### src/hdl/bic_pkg.sv
// Package for the bus idle cycle inserter: encodings and limits
package bic_pkg;
    // Access master
    typedef enum logic [1:0] {
        BIC_MST_CPU,
        BIC_MST_DMA_DUAL,
        BIC_MST_EVT,
        BIC_MST_DMA_SINGLE
    } bic_master_t;

    // Transfer case (single-address DMA direction / SDRAM masters)
    typedef enum logic [2:0] {
        BIC_CASE_DEV_TO_NORMAL,
        BIC_CASE_NORMAL_TO_DEV,
        BIC_CASE_DEV_TO_SDRAM,
        BIC_CASE_SDRAM_TO_DEV,
        BIC_CASE_SDRAM_MASTER,
        BIC_CASE_NONE
    } bic_case_t;

    // Previous/next direction pair for SDRAM master accesses
    typedef enum logic [1:0] {
        BIC_DIR_RR,
        BIC_DIR_WW,
        BIC_DIR_RW,
        BIC_DIR_WR
    } bic_dir_t;

    // Core-to-bus clock ratio, in listed order
    typedef enum logic [1:0] {
        BIC_RATIO_4_1,
        BIC_RATIO_3_1,
        BIC_RATIO_2_1,
        BIC_RATIO_1_1
    } bic_ratio_t;

    localparam int          BIC_CNT_W         = 3;
    localparam int          BIC_SET_W         = 2;
    // Idle setting code 3 selects four cycles
    localparam logic [1:0]  BIC_IDLE_CODE_4   = 2'h3;
    // Hold-wait codes at or above this give 2.5 cycles or more
    localparam logic [1:0]  BIC_HW_2P5_CODE   = 2'h2;
    localparam logic [2:0]  BIC_IDLE_FOUR     = 3'h4;
    localparam logic [2:0]  BIC_IDLE_FIVE     = 3'h5;
    localparam logic [2:0]  BIC_ONE           = 3'h1;
    localparam logic [2:0]  BIC_TWO           = 3'h2;
    localparam logic [2:0]  BIC_THREE         = 3'h3;
    localparam logic [2:0]  BIC_ZERO          = 3'h0;
    localparam logic [2:0]  BIC_CPU_RW_BASE   = 3'h3;
    localparam logic [2:0]  BIC_CPU_RW_BASE11 = 3'h4;
    localparam logic [2:0]  BIC_DMA_RW_BASE   = 3'h2;
endpackage : bic_pkg

### src/hdl/bic_idle_inserter.sv
// Minimum idle cycle computation and gap enforcement between bus cycles
`timescale 1ns/10ps
`default_nettype none

// Behaviour
// - DMA and event idle counted in core clocks
// - CPU SDRAM read-write base selected per clock ratio: 4 at 1:1, else 3
// - Split column only for split pieces, bursts
// - Device-to-normal low settings: 0/1, or 1
// - Device-to-normal all-select: 1, 2, 4 cycles
// - Hold wait 2.5+ drops the single idle when external wait is ignored
// - Device-to-normal ignores per-area idle fields
// - Normal-to-device ignores DMA idle fields
// - Normal-to-device table by area idle setting
// - SDRAM read-read: max(precharge, idle+1)
// - SDRAM write-write/read: max(idle, pre+rec-1)
// - CPU SDRAM read-write: max(ratio base, pre, idle+1)
// - DMA SDRAM read-write: max(2, pre, idle+1)
// - Device-to-SDRAM: max(dma idle/1, pre+rec-1)
// - Device-to-SDRAM ignores per-area idle fields
// - SDRAM-to-device: 3, 4 at pre 4, 5
// - Select 0 takes DMA idle count field
// - Select 1 with nonzero count idles after device output always
module bic_idle_inserter (
    // Clock and reset
    input  wire logic                  core_clk_i,
    input  wire logic                  sys_rst_i,
    // Bus cycle handshake
    input  wire logic                  cycle_end_i,
    input  wire logic                  next_req_i,
    output logic                       next_start_o,
    output logic                       idle_busy_o,
    output logic [bic_pkg::BIC_CNT_W-1:0] idle_min_o,
    // Access description of the pair
    input  wire bic_pkg::bic_case_t    xfer_case_i,
    input  wire bic_pkg::bic_master_t  master_i,
    input  wire bic_pkg::bic_dir_t     dir_i,
    input  wire logic                  split_i,
    input  wire logic                  next_is_dev_out_i,
    // Configuration
    input  wire bic_pkg::bic_ratio_t   ratio_i,
    input  wire logic                  external_wait_ignore_i,
    input  wire logic [1:0]            hold_wait_cycles_i,
    input  wire logic [1:0]            area_idle_i,
    input  wire logic [1:0]            sdram_area_idle_i,
    input  wire logic                  dma_idle_all_select_i,
    input  wire logic [1:0]            dma_idle_count_i,
    input  wire logic [1:0]            precharge_wait_i,
    input  wire logic [1:0]            write_recovery_wait_i
);
    import bic_pkg::*;

    typedef enum {BIC_ST_IDLE, BIC_ST_GAP, BIC_ST_READY} bic_state_t;

    bic_state_t           state_ff;
    logic [BIC_CNT_W-1:0] gap_cnt_ff;
    logic [BIC_CNT_W-1:0] need_ff;
    logic [BIC_CNT_W-1:0] nxt_need;
    logic                 next_start_ff;
    logic                 idle_busy_ff;
    logic [BIC_CNT_W-1:0] idle_min_ff;

    // Setting code 3 means four idle cycles; others are literal
    function automatic logic [2:0] bic_decode(input logic [1:0] code);
        if (code == BIC_IDLE_CODE_4) begin
            bic_decode = BIC_IDLE_FOUR;
        end else begin
            bic_decode = {1'b0, code};
        end
    endfunction : bic_decode

    function automatic logic [2:0] bic_max(input logic [2:0] a,
                                           input logic [2:0] b);
        bic_max = (a > b) ? a : b;
    endfunction : bic_max

    // Idle setting plus one, with four mapping to five
    function automatic logic [2:0] bic_inc(input logic [2:0] v);
        bic_inc = (v == BIC_IDLE_FOUR) ? BIC_IDLE_FIVE : 3'(v + 3'h1);
    endfunction : bic_inc

    logic [2:0] area_set;
    logic [2:0] sdram_set;
    logic [2:0] dma_set;
    logic [2:0] pre_w;
    logic [2:0] pre_rec;

    // Precharge wait codes 0..3 stand for 1..4 cycles
    assign area_set  = bic_decode(area_idle_i);
    assign sdram_set = bic_decode(sdram_area_idle_i);
    assign dma_set   = bic_decode(dma_idle_count_i);
    assign pre_w     = 3'({1'b0, precharge_wait_i} + 3'h1);
    // Precharge plus recovery minus one; recovery 0 gives pre-1
    assign pre_rec   = 3'(pre_w + {1'b0, write_recovery_wait_i} - 3'h1);

    always_comb begin
        logic [2:0] base;
        base     = BIC_ZERO;
        nxt_need = BIC_ZERO;
        case (xfer_case_i)
            BIC_CASE_DEV_TO_NORMAL: begin
                // Per-area idle fields deliberately unused here
                if (dma_idle_all_select_i && dma_set != BIC_ZERO) begin
                    nxt_need = dma_set;
                end else if (external_wait_ignore_i) begin
                    // Split pieces need none with wait ignored
                    nxt_need = split_i ? BIC_ZERO : BIC_ONE;
                    if (hold_wait_cycles_i >= BIC_HW_2P5_CODE) begin
                        nxt_need = BIC_ZERO;
                    end
                end else begin
                    nxt_need = BIC_ONE;
                end
                // Select 0: count guards only another device's output
                if (!dma_idle_all_select_i && next_is_dev_out_i) begin
                    nxt_need = bic_max(nxt_need, dma_set);
                end
            end
            BIC_CASE_NORMAL_TO_DEV: begin
                // DMA idle select and count unused here
                if (area_set == BIC_IDLE_FOUR) begin
                    nxt_need = BIC_IDLE_FOUR;
                end else if (split_i) begin
                    nxt_need = external_wait_ignore_i ? area_set
                             : bic_max(BIC_ONE, area_set);
                end else begin
                    nxt_need = external_wait_ignore_i ? BIC_TWO
                             : BIC_THREE;
                end
            end
            BIC_CASE_DEV_TO_SDRAM: begin
                // Only DMA count and SDRAM waits matter
                // One-cycle floor relies on row-column delay <= 1
                nxt_need = bic_max(bic_max(dma_set, BIC_ONE),
                                   pre_rec);
            end
            BIC_CASE_SDRAM_TO_DEV: begin
                if (sdram_set == BIC_IDLE_FOUR) begin
                    nxt_need = BIC_IDLE_FIVE;
                end else begin
                    nxt_need = (pre_w == BIC_IDLE_FOUR) ? BIC_IDLE_FOUR
                             : BIC_THREE;
                end
            end
            BIC_CASE_SDRAM_MASTER: begin
                case (dir_i)
                    BIC_DIR_RR: begin
                        nxt_need = bic_max(pre_w,
                                           bic_inc(sdram_set));
                    end
                    BIC_DIR_RW: begin
                        // Only CPU minima depend on ratio
                        if (master_i == BIC_MST_CPU) begin
                            base = (ratio_i == BIC_RATIO_1_1)
                                 ? BIC_CPU_RW_BASE11
                                 : BIC_CPU_RW_BASE;
                        end else begin
                            base = BIC_DMA_RW_BASE;
                        end
                        nxt_need = bic_max(bic_max(base, pre_w),
                                           bic_inc(sdram_set));
                    end
                    default: begin
                        nxt_need = bic_max(sdram_set, pre_rec);
                    end
                endcase
            end
            default: begin
                nxt_need = BIC_ZERO;
            end
        endcase
    end

    // Gap sequencer: count core clocks from cycle end
    always_ff @(posedge core_clk_i) begin
        if (sys_rst_i) begin
            state_ff   <= BIC_ST_IDLE;
            gap_cnt_ff <= BIC_ZERO;
            need_ff    <= BIC_ZERO;
        end else begin
            case (state_ff)
                BIC_ST_IDLE: begin
                    if (cycle_end_i) begin
                        need_ff    <= nxt_need;
                        gap_cnt_ff <= BIC_ZERO;
                        state_ff   <= (nxt_need == BIC_ZERO) ? BIC_ST_READY
                                    : BIC_ST_GAP;
                    end
                end
                BIC_ST_GAP: begin
                    gap_cnt_ff <= 3'(gap_cnt_ff + 3'h1);
                    if (3'(gap_cnt_ff + 3'h1) >= need_ff) begin
                        state_ff <= BIC_ST_READY;
                    end
                end
                BIC_ST_READY: begin
                    if (next_req_i) begin
                        state_ff <= BIC_ST_IDLE;
                    end
                end
                default: begin
                    state_ff <= BIC_ST_IDLE;
                end
            endcase
        end
    end

    // Registered outputs; a start is granted only once the gap is over
    always_ff @(posedge core_clk_i) begin
        if (sys_rst_i) begin
            next_start_ff <= 1'b0;
            idle_busy_ff  <= 1'b0;
            idle_min_ff   <= BIC_ZERO;
        end else begin
            next_start_ff <= (state_ff == BIC_ST_READY) && next_req_i;
            idle_busy_ff  <= (state_ff == BIC_ST_GAP);
            if (state_ff == BIC_ST_IDLE && cycle_end_i) begin
                idle_min_ff <= nxt_need;
            end
        end
    end

    assign next_start_o = next_start_ff;
    assign idle_busy_o  = idle_busy_ff;
    assign idle_min_o   = idle_min_ff;
endmodule : bic_idle_inserter

`default_nettype wire

### config.mk
export PLATFORM = sky130hd
export DESIGN_NAME = bic_idle_inserter
export DESIGN_NICKNAME = d
export VERILOG_FILES = /design/src/hdl/bic_pkg.sv /design/src/hdl/bic_idle_inserter.sv
export SDC_FILE = /design/constraint.sdc
export NUM_CORES = 1
export LEC_CHECK = 0
export ABC_AREA = 1
export BUFFER_PORTS_ARGS = -buffer_cell sky130_fd_sc_hd__buf_2
export CORE_AREA = 10 10 56 75
export DETAILED_ROUTE_END_ITERATION = 10
export DIE_AREA = 0 0 66 85
export PLACE_DENSITY = 0.83
export SETUP_SLACK_MARGIN = 0.1
export SYNTH_ARGS = -nofsm -noshare
export SYNTH_HDL_FRONTEND = slang
export SYNTH_SLANG_ARGS = --single-unit
### constraint.sdc
create_clock -name core_clk_i -period 9.7 [get_ports core_clk_i]
set_input_delay 1.94 -clock core_clk_i [delete_from_list [all_inputs] [get_ports core_clk_i]]
set_output_delay 1.94 -clock core_clk_i [all_outputs]
set_load 0.05 [all_outputs]
==> results.py, run 1 <==
metrics = {
    "drt": {
        "antenna_left": 0,
        "drt-pass1-iter-count": 7,
        "drt_wl_total_um": 3654,
        "vias_per_cell": 5.139,
        "via_count": 1742,
        "top_layer": "met4",
        "wl_per_cell_um": 10.78,
        "drcViolationCount": 0,
        "wl_met2_um": 1890,
        "drt_iter0_markers": 90,
        "met1_length_um": 1558,
        "wl_met3_um": 183,
    },
    "timing": {
        "hold_viol_final": 0,
        "worstMarginPinSlew_ns": 0.3736,
        "min_period_over_period_pct": 47.27,
        "hold_ws_ns": 0.4791,
        "fmax_mhz": 218.1,
        "skew_ns": 0.001158,
        "rsz0062_at_grt": "no",
        "slew_viol_final": 0,
        "max_slew_margin_pct": 74.90,
        "fin_setup_tns_ns": 0,
        "finalCriticalPeriod_ns": 4.585,
        "setup_viol": 0,
    },
    "grt": {
        "grt_max_degree": 9,
        "grt_overflow": 0,
        "antenna_found_initial": 0,
        "grt_pass1_vias": 1661,
        "grt_pass1_wl_um": 6430,
        "grt.total_usage_pct": 13.12,
    },
    "critical_path": {
        "crit_top_cell": "nand2_1",
        "path_class": "in2reg",
        "arrival_ns": 4.71,
        "required_ns": 9.82,
        "startpoint_type": "input pin",
        "slowest_delay_ns": 0.47,
        "crit_fanout": 4,
        "critical_path_buf_inv_count": 3,
        "crit_chain": "buf_2, inv_1, nand2_1, nor2_1, fa_1, nand3_1, nand2_1, nand2_1, nand2_1, and2_1, ha_1, nand3_1, clkinv_1, nor2_2, nand3_1, nand2_1, nand2_1, o21ai_2, nor2_2, nand2_1, nand2_1, nand2_1, a21oi_2",
        "crit_slowest_cell": "fa_1",
        "path_delay_family": "simple AND/OR/NAND/NOR gates",
        "crit_path_end_kind": "register",
    },
    "clocking": {
        "cts-resized-gates": 0,
        "cts_hold_buf": 0,
        "clock_path_buffers": 2,
        "cts_max_level": 1,
        "clk_pin_slew_ns": 0.04,
        "post-cts-setup-buffer-count": 0,
        "cts_made_buffers": 3,
        "clk-insertion-delay-late_ns": 0.23,
        "cts_tree": "done",
        "cts.sinks": 10,
        "cts_root_buf": "clkbuf_8",
    },
    "floorplan": {
        "die_w_um": 66,
        "fp.dieH_um": 85,
        "start_util_pct": 57.14,
        "fp.coreArea_sq_um": 2849,
        "std_cell_rows": 23,
        "io_pins": 34,
        "dieArea_sq_um": 5610,
    },
    "finish": {
        "stdcell_count": 339,
        "drive_gt1_share_pct": 16.23,
        "fin_area_sq_um": 1868,
        "syn_to_final_growth_pct": 14.76,
        "fin_nets": 363,
        "antenna_cells": 0,
    },
    "synthesis": {
        "synthAdderAreaFrac_pct": 23.52,
        "synth-xor-area-share_pct": 1.614,
        "syn_nets": 328,
        "synth-async-reset-ratio_pct": 0,
        "synthFlopType": "dfxtp_1",
        "ys_seq_area_share_pct": 12.30,
        "syn_area_per_cell_sq_um": 6.051,
        "yosys_warnings": 0,
        "ys_types": 30,
        "synth_compound_gate_area_share_pct": 13.91,
        "syn-instance-count": 269,
        "synth-seq-cells": 10,
        "synth_edf_count": 0,
        "netlist_area_sq_um": 1628,
        "synth_top_family_by_area": "simple AND/OR/NAND/NOR gates",
        "synth-simple-area-share_pct": 35.74,
        "yosys-mux-area-fraction_pct": 0,
    },
    "place": {
        "port-buffer-count": 32,
        "placed_area_sq_um": 1827,
        "place_congestion": 0.8291,
        "dp.cells": 336,
        "hpwlAfterDp_um": 3126,
    },
    "run": {
        "maxCapViolCount": 0,
    },
    "min_path": {
        "hold_class": "reg2reg",
    },
    "status": {
        "status": "finished, final reports clean",
    },
    "power": {
        "vdd_drop_max_v": 0.00008248,
        "pwr_density_cell_nw_per_um2": 122.7,
        "total_leakage_power_nw": 1.120,
    },
}
## cells in the mapped netlist, types with 2 or more instances
cell	n	area (sq um)
ha_1	29	362.9
nor2_1	18	67.56
nor3_1	2	10.01
o21ai_1	4	20.02
clkbuf_1	2	7.510
o21ai_2	4	35.03
xor2_1	2	17.52
nand2_1	73	274.0
nor2_2	5	31.28
o21ai_0	4	20.02
nand3_1	31	155.2
dfxtp_1	10	200.2
a21oi_1	16	80.08
inv_1	52	195.2
nand3b_1	2	15.01
## cells in the final DEF, fill, tap and decap left out
cell | synthesis | layout
nand2_1 | 73 | 73
inv_1 | 52 | 52
buf_2 | 0 | 32
nand3_1 | 31 | 31
ha_1 | 29 | 29
nor2_1 | 18 | 18
a21oi_1 | 16 | 16
dfxtp_1 | 10 | 10
nor2_2 | 5 | 5
o21ai_0 | 4 | 4
o21ai_1 | 4 | 4
o21ai_2 | 4 | 4
clkbuf_8 | 0 | 3
xor2_1 | 2 | 2
nand3b_1 | 2 | 2
nor3_1 | 2 | 2
xnor2_1 | 1 | 1
and2_1 | 1 | 1
inv_2 | 1 | 1
nand2_2 | 1 | 1
clkinv_1 | 1 | 1
nand3_2 | 1 | 1
o21bai_4 | 1 | 1
a31oi_1 | 1 | 1
o211ai_1 | 1 | 1
o2111ai_1 | 1 | 1
o2111a_1 | 1 | 1
a21oi_2 | 1 | 1
a32o_1 | 1 | 1
nor4_1 | 1 | 1
fa_1 | 1 | 1
## cell type report
cell class | count | area [sq um]
Multi-Input combinational cell | 203 | 1217
Fill cell | 264 | 980.9
Inverter | 54 | 202.7
Sequential cell | 10 | 200.2
Timing Repair Buffer | 32 | 160.2
Tap cell | 37 | 46.29
Clock buffer | 3 | 41.29
## path summary, 6_finish.rpt
kind	from	endpoint	slack (ns)	cells after the start
setup / recovery	master_i[0]	state_ff[1]	5.11	23
hold / removal	gap_cnt_ff[2]	gap_cnt_ff[2]	0.48	2
setup reg to reg	gap_cnt_ff[0]	state_ff[0]	7.84	8
hold reg to reg	gap_cnt_ff[2]	gap_cnt_ff[2]	0.48	2
## sequential cells by signal, indices dropped and copies added, names as in the netlist
| register | cells |
|---|---|
| gap_cnt_ff | 3 |
| idle_busy_o | 1 |
| state_ff | 2 |
| need_ff | 3 |
| next_start_o | 1 |
## power by group
part	switching, W	internal (W)
Clock	0.0000143	0.0000270
Combinational	0.0000867	0.0000491
Sequential	0.00000474	0.0000475
Total	0.000106	0.000124
## stage by stage
step | setup WS [ns] | power [W] | util, %
floorplan | 5.260 | 0.0001559 | -
finish | 5.115 | 0.0002293 | 65.57
CTS | 5.108 | 0.0002295 | 65.57
global placement | 4.904 | 0.0001831 | 64.12
global route | 4.807 | 0.0002515 | 65.57
detailed placement | 4.871 | 0.0001867 | 64.12
## layer usage
| layer | vias to the layer above | GRT usage, % |
|---|---|---|
| li1 | 934 | - |
| met1 | 772 | 13.76 |
| met2 | 32 | 25.22 |
| met3 | 4 | 2.632 |
| met4 | 0 | 3.059 |
| met5 | - | 0 |
## kinds of logic after synthesis
family	Yosys count
simple gates	135
xor+xnor	3
buf+inv	56
fa+ha+maj	30
compound gates	35
flops	10
## worst min-delay path, delay by kind of cell (launching register included)
kind               cells  cell delay [ns]
DFF                    1             0.32
and+or+nand+nor        1             0.06
AOI/OAI and AO/OA      1             0.05
Note: power is estimated with default switching activity, not from simulation.
==> run 2, diff against run 1 <==
CORE_AREA = 10 10 57 77   (was 10 10 56 75)
DIE_AREA = 0 0 67 87   (was 0 0 66 85)
PLACE_DENSITY = 0.79   (was 0.83)
clock period = 4.35 ns   (was 9.7 ns; I/O delays follow)
==> results.py, run 2 (synthesized netlist as in run 1, its figures left out) <==
metrics = {
    "power": {
        "vdd_drop_max_v": 0.0002105,
        "power_switching_w": 0.0002381,
        "power_frac_clock_pct": 21.9,
        "power.share.combinational_pct": 56.2,
        "p_seq_share_pct": 21.8,
        "p_sw_share_pct": 44.74,
        "intPower_w": 0.0002941,
        "total_leakage_power_nw": 1.127,
        "pwr_density_cell_nw_per_um2": 282.4,
    },
    "finish": {
        "final_cell_mix": "nand2_1, inv_1, buf_2",
        "fin_nets": 363,
        "top_regs": "gap_cnt_ff (3), need_ff (3), state_ff (2)",
        "syn_to_final_growth_pct": 15.76,
        "layout_commonest_cell": "nand2_1",
        "antenna_cells": 0,
        "drive_gt1_share_pct": 16.50,
    },
    "timing": {
        "finalCriticalPeriod_ns": 3.512,
        "setup_ws_ns": 0.8376,
        "worstMarginPinSlew_ns": 0.3516,
        "fin_setup_tns_ns": 0,
        "max_slew_margin_pct": 76.38,
        "rsz0062_at_grt": "no",
        "skew_ns": 0.003642,
        "hold_viol_final": 0,
        "setup_viol": 0,
        "min_period_over_period_pct": 80.74,
        "slew_viol_final": 0,
        "fmax_mhz": 284.7,
    },
    "drt": {
        "antenna_left": 0,
        "drt-pass1-iter-count": 4,
        "via_count": 1746,
        "wl_per_cell_um": 10.86,
        "vias_per_cell": 5.105,
        "drcViolationCount": 0,
        "drt_iter0_markers": 136,
        "drt_wl_total_um": 3714,
    },
    "critical_path": {
        "r2r_slack_ns": 2.52,
        "crit_path_end_kind": "register",
        "critical_path_buf_inv_count": 3,
        "crit_chain": "buf_2, inv_1, nand2_1, nor2_1, fa_1, nand3_1, nand2_1, nand2_1, nand2_1, and2_1, ha_1, nand3_1, clkinv_1, nor2_2, nand3_1, nand2_1, nand2_1, o21ai_2, nor2_2, nand2_1, nand2_1, nand2_1, a21oi_2",
        "arrival_ns": 3.64,
        "startpoint_type": "input pin",
        "cp.depth": 23,
        "cp-endpoint": "state_ff[1]",
        "crit_top_cell": "nand2_1",
        "slowest_delay_ns": 0.47,
        "required_ns": 4.48,
        "crit_slowest_cell": "fa_1",
        "path_class": "in2reg",
        "r2r-start": "gap_cnt_ff[0]",
        "crit_fanout": 4,
        "r2r_cells": 8,
        "path_delay_family": "simple AND/OR/NAND/NOR gates",
        "r2r_end": "state_ff[0]",
        "cp-startpoint": "master_i[0]",
    },
    "floorplan": {
        "start_util_pct": 53.67,
        "fp.dieH_um": 87,
        "dieArea_sq_um": 5829,
        "io_pins": 34,
        "fp.coreArea_sq_um": 3033,
        "die_w_um": 67,
        "std_cell_rows": 24,
    },
    "place": {
        "dp_slack_ns": 0.5688,
        "hpwlAfterDp_um": 3234,
        "port-buffer-count": 32,
        "place_congestion": 0.8075,
    },
    "grt": {
        "grt_pass1_vias": 1691,
        "grt.total_usage_pct": 13.80,
        "antenna_found_initial": 0,
        "grt_max_degree": 9,
        "grt_pass1_wl_um": 6706,
        "grt_overflow": 0,
    },
    "clocking": {
        "cts_root_buf": "clkbuf_8",
        "clk-insertion-delay-late_ns": 0.24,
        "cts_made_buffers": 3,
        "cts_hold_buf": 0,
        "clock_path_buffers": 2,
        "cts.sinks": 10,
        "cts_max_level": 1,
        "clk_pin_slew_ns": 0.05,
        "cts_tree": "done",
        "post-cts-setup-buffer-count": 0,
        "cts-resized-gates": 0,
    },
    "status": {
        "status": "finished, final reports clean",
    },
    "min_path": {
        "hold_class": "reg2reg",
    },
    "run": {
        "maxCapViolCount": 0,
    },
}
run 2: final cells by class:
cell class	instances	area [sq um]
multi-input combinational	203	1217
fill	316	1149
inverter	54	202.7
sequential	10	200.2
timing repair buffer	32	160.2
clock buffer	4	55.05
tap	39	48.80
run 2: metrics by stage:
| step | instance area [sq um] | power, W | hold WS (ns) | cells | util [%] |
|---|---|---|---|---|---|
| 3_5_place_dp | 1829 | 0.0004179 | 0.4725 | 338 | 60.31 |
| 3_3_place_gp | 1829 | 0.0004092 | 0.4615 | 338 | 60.31 |
| 2_1_floorplan | 1628 | 0.0003476 | 0.4437 | 269 | - |
| 6_report | 1884 | 0.0005322 | 0.4826 | 342 | 62.13 |
| 4_1_cts | 1884 | 0.0005361 | 0.4813 | 342 | 62.13 |
| 5_1_grt | 1884 | 0.0005911 | 0.5069 | 342 | 62.13 |
run 2: power by group through the flow:
stage | clock network (W) | registers (W) | logic, W
CTS | 0.000118 | 0.000116 | 0.000302
detailed placement | 0 | 0.000118 | 0.000300
floorplan | 0 | 0.000140 | 0.000207
global placement | 0 | 0.000117 | 0.000292
global route | 0.000123 | 0.000119 | 0.000349
finish | 0.000117 | 0.000116 | 0.000299
run 2: how the worst min path moves through the flow:
| stage | from | cells past startpoint | to |
|---|---|---|---|
| 2_1_floorplan | state_ff[0] | 1 | next_start_o |
| 3_3_place_gp | gap_cnt_ff[2] | 2 | gap_cnt_ff[2] |
| 3_5_place_dp | state_ff[0] | 1 | next_start_o |
| 4_1_cts | state_ff[0] | 1 | next_start_o |
| 5_1_grt | state_ff[0] | 1 | next_start_o |
| 6_report | state_ff[0] | 1 | next_start_o |
run 2: layer usage:
metal	GRT usage [%]	vias to the layer above	wire length [um]
li1	-	929	-
met1	14.44	772	1475
met2	25.35	35	1967
met3	2.706	10	193
met4	5.993	0	78
met5	0	-	0
run 2: worst register-to-register path: cells and delay by family, from the launching register on:
| kind | cells | cell delay [ns] |
|---|---|---|
| AO/OA/AOI/OAI | 3 | 0.57 |
| adder cells (fa/ha/maj) | 2 | 0.55 |
| flip-flops | 1 | 0.34 |
| XOR/XNOR | 1 | 0.16 |
| AND/OR/NAND/NOR | 2 | 0.14 |
